<file path="config.mk">
export PLATFORM = sky130hd
export DESIGN_NAME = sacs_device_flat
export DESIGN_NICKNAME = d
export VERILOG_FILES = /design/src/rtl/sacs_pkg.sv /design/src/rtl/sacs_link_if.sv /design/src/rtl/sacs_device.sv /design/src/flat_wrapper.sv
export VERILOG_INCLUDE_DIRS = /design/src /design/src/rtl
export SDC_FILE = /design/constraint.sdc
export NUM_CORES = 1
export LEC_CHECK = 0
export ABC_AREA = 1
export CORE_MARGIN = 3
export CORE_UTILIZATION = 45
export CTS_BUF_LIST = sky130_fd_sc_hd__clkbuf_4
export DETAILED_ROUTE_END_ITERATION = 8
export DONT_BUFFER_PORTS = 1
export GPL_ROUTABILITY_DRIVEN = 0
export PLACE_DENSITY_LB_ADDON = 0.3
export SKIP_CTS_REPAIR_TIMING = 1
export SYNTH_ARGS = -nofsm -noshare
export SYNTH_HDL_FRONTEND = slang
export SYNTH_SLANG_ARGS = --single-unit
export TNS_END_PERCENT = 5
</file>
<file path="constraint.sdc">
create_clock -name clock -period 4.1 [get_ports clock]
set_input_delay 0.615 -clock clock [delete_from_list [all_inputs] [get_ports clock]]
set_output_delay 0.615 -clock clock [all_outputs]
set_load 0.01 [all_outputs]
</file>
<file path="src/rtl/sacs_defs.svh">
// constants for the serial converter sequencer and its host end
`ifndef SACS_DEFS_SVH
`define SACS_DEFS_SVH
`define SACS_CLK_MHZ        250
`define SACS_SCLK_MIN_NS    1000
`define SACS_SCLK_HALF_CYC  ((`SACS_SCLK_MIN_NS * `SACS_CLK_MHZ + 1999) / 2000)
`define SACS_ADDR_BITS      3
`define SACS_SEL_BITS       4
`define SACS_SAMPLE_EDGES   9
`define SACS_CONV_CCLKS     41
`define SACS_LEFT_BITS      10
`define SACS_RIGHT_BITS     16
`define SACS_RES_BITS       10
`define SACS_PAD_BITS       6
`define SACS_CHANNELS       8
`define SACS_CNT_W          7
`endif

</file>
<file path="src/rtl/sacs_pkg.sv">
// types shared by the sequencer and its host end
package sacs_pkg;
  typedef enum logic [1:0] {
    DEV_ADDR,
    DEV_SAMPLE,
    DEV_CONVERT
  } sacs_dev_state_e;
  typedef enum logic {
    HOST_XFER,
    HOST_WAIT
  } sacs_host_state_e;
endpackage : sacs_pkg

</file>
<file path="src/rtl/sacs_link_if.sv">
// serial link between the converter sequencer and its host
`timescale 1ns/100ps
interface sacs_link_if;
  logic sclk;
  logic conversion_clock;
  logic cs_b;
  logic serial_in;
  logic serial_out;
  logic serial_out_oe_b;
  logic conversion_busy;
  modport dev (
    input  sclk,
    input  conversion_clock,
    input  cs_b,
    input  serial_in,
    output serial_out,
    output serial_out_oe_b,
    output conversion_busy
  );
  modport host (
    output sclk,
    output conversion_clock,
    output cs_b,
    output serial_in,
    input  serial_out,
    input  serial_out_oe_b,
    input  conversion_busy
  );
endinterface : sacs_link_if

</file>
<file path="src/rtl/sacs_device.sv">
// converter side: select shift-in, sampling window, conversion timing, result shift-out
`timescale 1ns/100ps
`include "sacs_defs.svh"
module sacs_device
  import sacs_pkg::*;
(
  input  wire logic                                            clock,
  input  wire logic                                            rst_b,
  sacs_link_if.dev                                             link,
  input  wire logic [`SACS_CHANNELS-1:0][`SACS_RES_BITS-1:0]   analog_in,
  output logic      [`SACS_ADDR_BITS-1:0]                      selected_channel,
  output logic                                                 sampling
);

  sacs_dev_state_e                    state;
  logic                               sclk_q;
  logic                               conversion_clock_q;
  logic [`SACS_CNT_W-1:0]             cnt;
  logic [`SACS_ADDR_BITS-1:0]         addr_sr;
  logic                               right_just;
  logic [`SACS_RES_BITS-1:0]          held;
  logic [`SACS_RIGHT_BITS-1:0]        shift_reg;
  logic                               rise_seen;
  logic                               busy;
  logic                               sclk_rise;
  logic                               sclk_fall;
  logic                               conversion_clock_rise;
  logic                               conv_start;
  logic                               conv_done;
  logic                               addr_rise;
  logic                               last_select;
  logic [`SACS_CHANNELS-1:0][`SACS_RES_BITS-1:0] gated;
  logic [`SACS_RES_BITS-1:0]          picked;

  // link pins are synchronous to clock, so one stage is enough for edges
  // both stages reset low, the idle level, so no false edge follows reset
  always_ff @(posedge clock or negedge rst_b) begin
    if (!rst_b) begin
      sclk_q <= 1'b0;
    end else begin
      sclk_q <= link.sclk;
    end
  end

  always_ff @(posedge clock or negedge rst_b) begin
    if (!rst_b) begin
      conversion_clock_q <= 1'b0;
    end else begin
      conversion_clock_q <= link.conversion_clock;
    end
  end

  assign sclk_rise = link.sclk & ~sclk_q;
  assign sclk_fall = ~link.sclk & sclk_q;
  assign conversion_clock_rise = link.conversion_clock & ~conversion_clock_q;

  // window closes 9 serial edges (4.5 cycles) after the fourth rise
  assign conv_start = (state == DEV_SAMPLE) && !link.cs_b && (sclk_rise || sclk_fall)
                      && (cnt == `SACS_CNT_W'(`SACS_SAMPLE_EDGES - 1));
  assign conv_done  = (state == DEV_CONVERT) && conversion_clock_rise
                      && (cnt == `SACS_CNT_W'(`SACS_CONV_CCLKS - 1));

  // a rise with chip select high carries no select bit
  assign addr_rise   = (state == DEV_ADDR) && !link.cs_b && sclk_rise;
  assign last_select = addr_rise && (cnt == `SACS_CNT_W'(`SACS_SEL_BITS - 1));

  // sequence: select bits, sampling window, conversion
  always_ff @(posedge clock or negedge rst_b) begin
    if (!rst_b) begin
      state <= DEV_ADDR;
    end else begin
      unique case (state)
        DEV_ADDR: begin
          if (last_select) begin
            // fourth rise: justification bit and start of sampling
            state <= DEV_SAMPLE;
          end
        end
        DEV_SAMPLE: begin
          // losing chip select mid-window abandons the exchange
          if (link.cs_b) begin
            state <= DEV_ADDR;
          end else if (conv_start) begin
            state <= DEV_CONVERT;
          end
        end
        DEV_CONVERT: begin
          // conversion ignores chip select so a high pulse keeps the result
          if (conv_done) begin
            state <= DEV_ADDR;
          end
        end
        default: begin
          // the unused code of the state word can only come from an upset
          state <= DEV_ADDR;
        end
      endcase
    end
  end

  // one counter serves every phase and restarts at each phase change
  always_ff @(posedge clock or negedge rst_b) begin
    if (!rst_b) begin
      cnt <= '0;
    end else begin
      unique case (state)
        DEV_ADDR: begin
          if (link.cs_b || last_select) begin
            cnt <= '0;
          end else if (sclk_rise) begin
            cnt <= cnt + `SACS_CNT_W'(1);
          end
        end
        DEV_SAMPLE: begin
          // both edges count, so 9 of them make the 4.5-cycle window
          if (link.cs_b || conv_start) begin
            cnt <= '0;
          end else if (sclk_rise || sclk_fall) begin
            cnt <= cnt + `SACS_CNT_W'(1);
          end
        end
        DEV_CONVERT: begin
          if (conv_done) begin
            cnt <= '0;
          end else if (conversion_clock_rise) begin
            cnt <= cnt + `SACS_CNT_W'(1);
          end
        end
        default: begin
          cnt <= '0;
        end
      endcase
    end
  end

  // select bits enter on rises; the fourth rise fixes channel and format
  always_ff @(posedge clock or negedge rst_b) begin
    if (!rst_b) begin
      addr_sr          <= '0;
      right_just       <= 1'b0;
      selected_channel <= '0;
    end else if (addr_rise) begin
      addr_sr <= {addr_sr[`SACS_ADDR_BITS-2:0], link.serial_in};
      if (last_select) begin
        right_just       <= link.serial_in;
        selected_channel <= addr_sr;
      end
    end
  end

  assign sampling = (state == DEV_SAMPLE);

  // one-hot pick: each channel gates its own word, then all are or-ed
  for (genvar ch = 0; ch < `SACS_CHANNELS; ch++) begin : g_pick
    assign gated[ch] = (selected_channel == `SACS_ADDR_BITS'(ch)) ? analog_in[ch] : '0;
  end

  always_comb begin
    picked = '0;
    for (int k = 0; k < `SACS_CHANNELS; k++) begin
      picked = picked | gated[k];
    end
  end

  // track only inside the window, then freeze
  always_ff @(posedge clock or negedge rst_b) begin
    if (!rst_b) begin
      held <= '0;
    end else if (state == DEV_SAMPLE && !link.cs_b) begin
      held <= picked;
    end
  end

  // busy comes from a flop so the host sees no glitch between phases
  always_ff @(posedge clock or negedge rst_b) begin
    if (!rst_b) begin
      busy <= 1'b0;
    end else if (conv_start) begin
      busy <= 1'b1;
    end else if (conv_done) begin
      busy <= 1'b0;
    end
  end

  assign link.conversion_busy = busy;

  // falls before the first rise after a load would skip the first bit
  always_ff @(posedge clock or negedge rst_b) begin
    if (!rst_b) begin
      rise_seen <= 1'b0;
    end else if (conv_done) begin
      rise_seen <= 1'b0;
    end else if (!link.cs_b && sclk_rise) begin
      rise_seen <= 1'b1;
    end
  end

  // result shift-out; zeros fill behind so a drained register reads zero
  always_ff @(posedge clock or negedge rst_b) begin
    if (!rst_b) begin
      shift_reg <= '0;
    end else if (conv_done) begin
      // new result replaces the old at conversion end, whether or not the old was read out
      shift_reg <= right_just ? {`SACS_PAD_BITS'(0), held}
                              : {held, `SACS_PAD_BITS'(0)};
    end else if (!link.cs_b && sclk_fall && rise_seen) begin
      shift_reg <= {shift_reg[`SACS_RIGHT_BITS-2:0], 1'b0};
    end
  end

  // the pin is enabled exactly while chip select is low
  assign link.serial_out      = shift_reg[`SACS_RIGHT_BITS-1];
  assign link.serial_out_oe_b = link.cs_b;

endmodule : sacs_device

</file>
<file path="src/flat_wrapper.sv">
// flat-port wrapper written by rule: the top's interface ports become plain ports
module sacs_device_flat import sacs_pkg::*;
  (clock, rst_b, analog_in, selected_channel, sampling, link_sclk, link_conversion_clock, link_cs_b, link_serial_in, link_serial_out, link_serial_out_oe_b, link_conversion_busy);
  sacs_link_if link_i ();
  input  wire logic clock;
  input  wire logic rst_b;
  input  wire logic [`SACS_CHANNELS-1:0][`SACS_RES_BITS-1:0] analog_in;
  output logic      [`SACS_ADDR_BITS-1:0] selected_channel;
  output logic sampling;
  input wire logic [$bits(link_i.sclk)-1:0] link_sclk;
  input wire logic [$bits(link_i.conversion_clock)-1:0] link_conversion_clock;
  input wire logic [$bits(link_i.cs_b)-1:0] link_cs_b;
  input wire logic [$bits(link_i.serial_in)-1:0] link_serial_in;
  output wire logic [$bits(link_i.serial_out)-1:0] link_serial_out;
  output wire logic [$bits(link_i.serial_out_oe_b)-1:0] link_serial_out_oe_b;
  output wire logic [$bits(link_i.conversion_busy)-1:0] link_conversion_busy;
  assign link_i.sclk = link_sclk;
  assign link_i.conversion_clock = link_conversion_clock;
  assign link_i.cs_b = link_cs_b;
  assign link_i.serial_in = link_serial_in;
  assign link_serial_out = link_i.serial_out;
  assign link_serial_out_oe_b = link_i.serial_out_oe_b;
  assign link_conversion_busy = link_i.conversion_busy;
  sacs_device u_core (.clock(clock), .rst_b(rst_b), .link(link_i), .analog_in(analog_in), .selected_channel(selected_channel), .sampling(sampling));
endmodule
</file>
==> results.md <==
- Num rows: 28
- Setup repair after global routing missed its margin: false
- DRC violation count after routing: 0
- Final setup viols: 0
- Most used DFF post-synth: sky130_fd_sc_hd__dfrtp_1
- Antenna cell count: 0
- Least-Margin Pin Slew: 0.560 ns
- Leakage dissipation: 1.62 nW
- Number of cells on the worst reg-to-reg path: 8
- Fraction of registers with async set/reset: 1.00
- Status: completed
- Maxcap violations: 0
- Core box area: just over 0.006 mm2
- Kind of start point of the critical path: register
- Layout cell share with drive strength beyond 1: 0.0814
- IO Port Bufs: 0
- Max_slew headroom: 0.626
- Reg-to-reg startpoint: u_core.state[1]
- Overall via count from detail_route: about 2,700
- Antenna violations before repair: 0
- Peak supply drop: approximately 0.00019 V
- Clock network latency to the later pin of the worst-skew pair: between 0.3 and 0.4 ns
- H-tree depth: 2
- Top-level port count: 93
- Die span in y: about 87 um
- Final antenna-violating net count: 0
- Num CTS Buffers: 5
- Highest net fanout along the worst path: 13
- Max Clock Freq: 524 MHz
- Hold violation total from the final report: 0
- Total wire length: 7340 um
- Final setup margin: 2.19 ns
- Mapped Cells: 429
- Post-detail-place hpwl: about 6000 um
- Synthesized net count: 519
- Fill count: 603
- Cell area power density: 424 mW/mm2
- Skew final: approximately 0.022 ns
- End of the worst register-to-register path: u_core.held[6]
- Fin. max-slew vios: 0
- End of the critical path: u_core.held[6]
- Initial DRC Count: approximately 120
- Vias per cell: 5.26
- CP endpoint kind: register
- DRT Pass-1 Iters: 4
- Final critical-path share of the clock period: 0.466
- Most common cell after layout, fill and taps aside: sky130_fd_sc_hd__nand2_1
- Final critical-path required period: 1.91 ns
- Post-synth EDFFs: 0
- Crit path required time: 4.38 ns
- Post-place instance area: roughly 0.0030 mm2
- Number of distinct library cells after synthesis: 33
- Area of the multi-input gates: 0.00146 mm2
- Aggregate negative setup slack: 0 ns
- Cell area after technology mapping: 0.00293 mm2
- Number of flip-flops in the largest register: 16
- Pin count of the biggest net entering global routing: 47
- CTS root buf: sky130_fd_sc_hd__clkbuf_4
- Global-route wire length before repair: 12,300 um
- Register-to-register setup slack: 2.19 ns
- Overflow left after global routing: 0
- Most frequent cells in the layout: 130 x sky130_fd_sc_hd__nand2_1, 61 x sky130_fd_sc_hd__inv_1, 61 x sky130_fd_sc_hd__nand3_1
- Post-synthesis sequential element count: 46
- Clock transition at path regs: approximately 0.14 ns
- Area of all placed cells without fillers: 0.00306 mm2
- Starting density of the core: 0.478
- Via count of the first global-routing pass: about 2,600
- Worst setup path startpoint: u_core.state[1]
- Total track usage: 0.207
- Reg area: 0.00115 mm2
- Number of sinks driven by the clock tree: 46
- Final standard cell utilization of the core: 0.499
- Count of synthesis-stage warnings from yosys: 0
- Die area: between 0.007 and 0.008 mm2
- Die W: 86.7 um
- Worst-case hold slack: 0.0760 ns
- Data arrival at the endpoint of the critical path: between 2 and 2.5 ns
- Setup slack at placement: 2.10 ns
- Fin nets: 519
- CTS tree: built
- Area growth from synthesis to layout: 4.31%
- Hold Crit Class: in -> async
- Avg Synthesized Cell Area: 6.84 um2
- Sequential element share of the synthesized area: 0.392
- Maximum count of clock buffers along a single path: 2
- Critical Setup Path Class: reg -> reg
- Mean routed wirelength per cell: 14.5 um
-- logic make-up after synthesis --
family	count (synthesis)	synth area share
AOI/OAI and AO/OA	45	0.0883
xor gates and xnor gates	3	0.00896
adders and majority gates	4	0.0171
buffers and inverters	80	0.111
DFF	46	0.392
and+or+nand+nor	251	0.382
-- worst max-delay path, stage by stage (launching register included) --
cell and delay, ns:
sky130_fd_sc_hd__dfrtp_1 0.41, sky130_fd_sc_hd__inv_1 0.09, sky130_fd_sc_hd__nand2_1 0.10, sky130_fd_sc_hd__nor2_2 0.41, sky130_fd_sc_hd__inv_1 0.33, sky130_fd_sc_hd__nor3_1 0.25, sky130_fd_sc_hd__nand3_1 0.10, sky130_fd_sc_hd__o21ai_0 0.08
sky130_fd_sc_hd__inv_1 0.05
-- worst min path at each step --
stage	slack (ns)	cells after the start	end	startpoint
after CTS	-0.10	0	u_core.shift_reg[13]	rst_b
final	0.08	1	u_core.held[3]	rst_b
after global routing	0.07	1	u_core.cnt[3]	rst_b
after floorplan	0.32	0	u_core.addr_sr[0]	rst_b
after detailed placement	0.32	0	u_core.cnt[5]	rst_b
after global placement	0.32	0	u_core.cnt[0]	rst_b
-- area by class of cell --
| cell class | instances | share of cell area |
|---|---|---|
| Tap cell | 75 | 0.0307 |
| Clock inverter | 2 | 0.00450 |
| Sequential cell | 46 | 0.376 |
| Timing Repair Buffer | 1 | 0.00900 |
| Clock buffer | 6 | 0.0147 |
| Multi-Input combinational cell | 303 | 0.476 |
| Inverter | 72 | 0.0892 |
-- per-stage QoR --
step | power [W] | cells
after detailed placement | 0.00107 | 496
after global placement | 0.00106 | 496
after CTS | 0.00130 | 504
final | 0.00130 | 505
after floorplan | 0.000968 | 429
after global routing | 0.00142 | 505
-- metal layers --
layer / vias to the layer above / track usage / share of wire
met5: - / 0 / 0
met4: 0 / 0.0793 / 0.019
met3: 10 / 0.0466 / 0.057
met2: 100 / 0.334 / 0.47
met1: 1195 / 0.271 / 0.46
li1: 1351 / - / -
-- synth_stat cells, types with 2 or more instances --
cell | instances | share of area
sky130_fd_sc_hd__nand4_1 | 4 | 0.0085
sky130_fd_sc_hd__xor2_1 | 2 | 0.0060
sky130_fd_sc_hd__ha_1 | 4 | 0.017
sky130_fd_sc_hd__inv_2 | 10 | 0.013
sky130_fd_sc_hd__nand3_2 | 3 | 0.010
sky130_fd_sc_hd__o31ai_1 | 2 | 0.0051
sky130_fd_sc_hd__nor3_1 | 2 | 0.0034
sky130_fd_sc_hd__or2_2 | 3 | 0.0064
sky130_fd_sc_hd__nand3_1 | 61 | 0.10
sky130_fd_sc_hd__nand2_2 | 2 | 0.0043
sky130_fd_sc_hd__buf_4 | 2 | 0.0051
sky130_fd_sc_hd__nand2_4 | 2 | 0.0077
sky130_fd_sc_hd__nor2_1 | 38 | 0.049
sky130_fd_sc_hd__a2bb2oi_1 | 2 | 0.0060
sky130_fd_sc_hd__dfrtp_1 | 46 | 0.39
sky130_fd_sc_hd__o211ai_1 | 5 | 0.013
sky130_fd_sc_hd__inv_1 | 61 | 0.078
sky130_fd_sc_hd__o21ai_0 | 14 | 0.024
sky130_fd_sc_hd__nand2_1 | 130 | 0.17
sky130_fd_sc_hd__a22oi_1 | 2 | 0.0051
sky130_fd_sc_hd__a21oi_1 | 11 | 0.019
sky130_fd_sc_hd__buf_2 | 4 | 0.0068
sky130_fd_sc_hd__nor2_2 | 2 | 0.0043
sky130_fd_sc_hd__o21ai_1 | 8 | 0.014
-- power breakdown --
part | switching (W) | internal (W)
Combinational | 0.000261 | 0.000153
Sequential | 0.000101 | 0.000561
Clock | 0.000145 | 0.0000742
No activity file was read; power rests on OpenSTA's default activity.
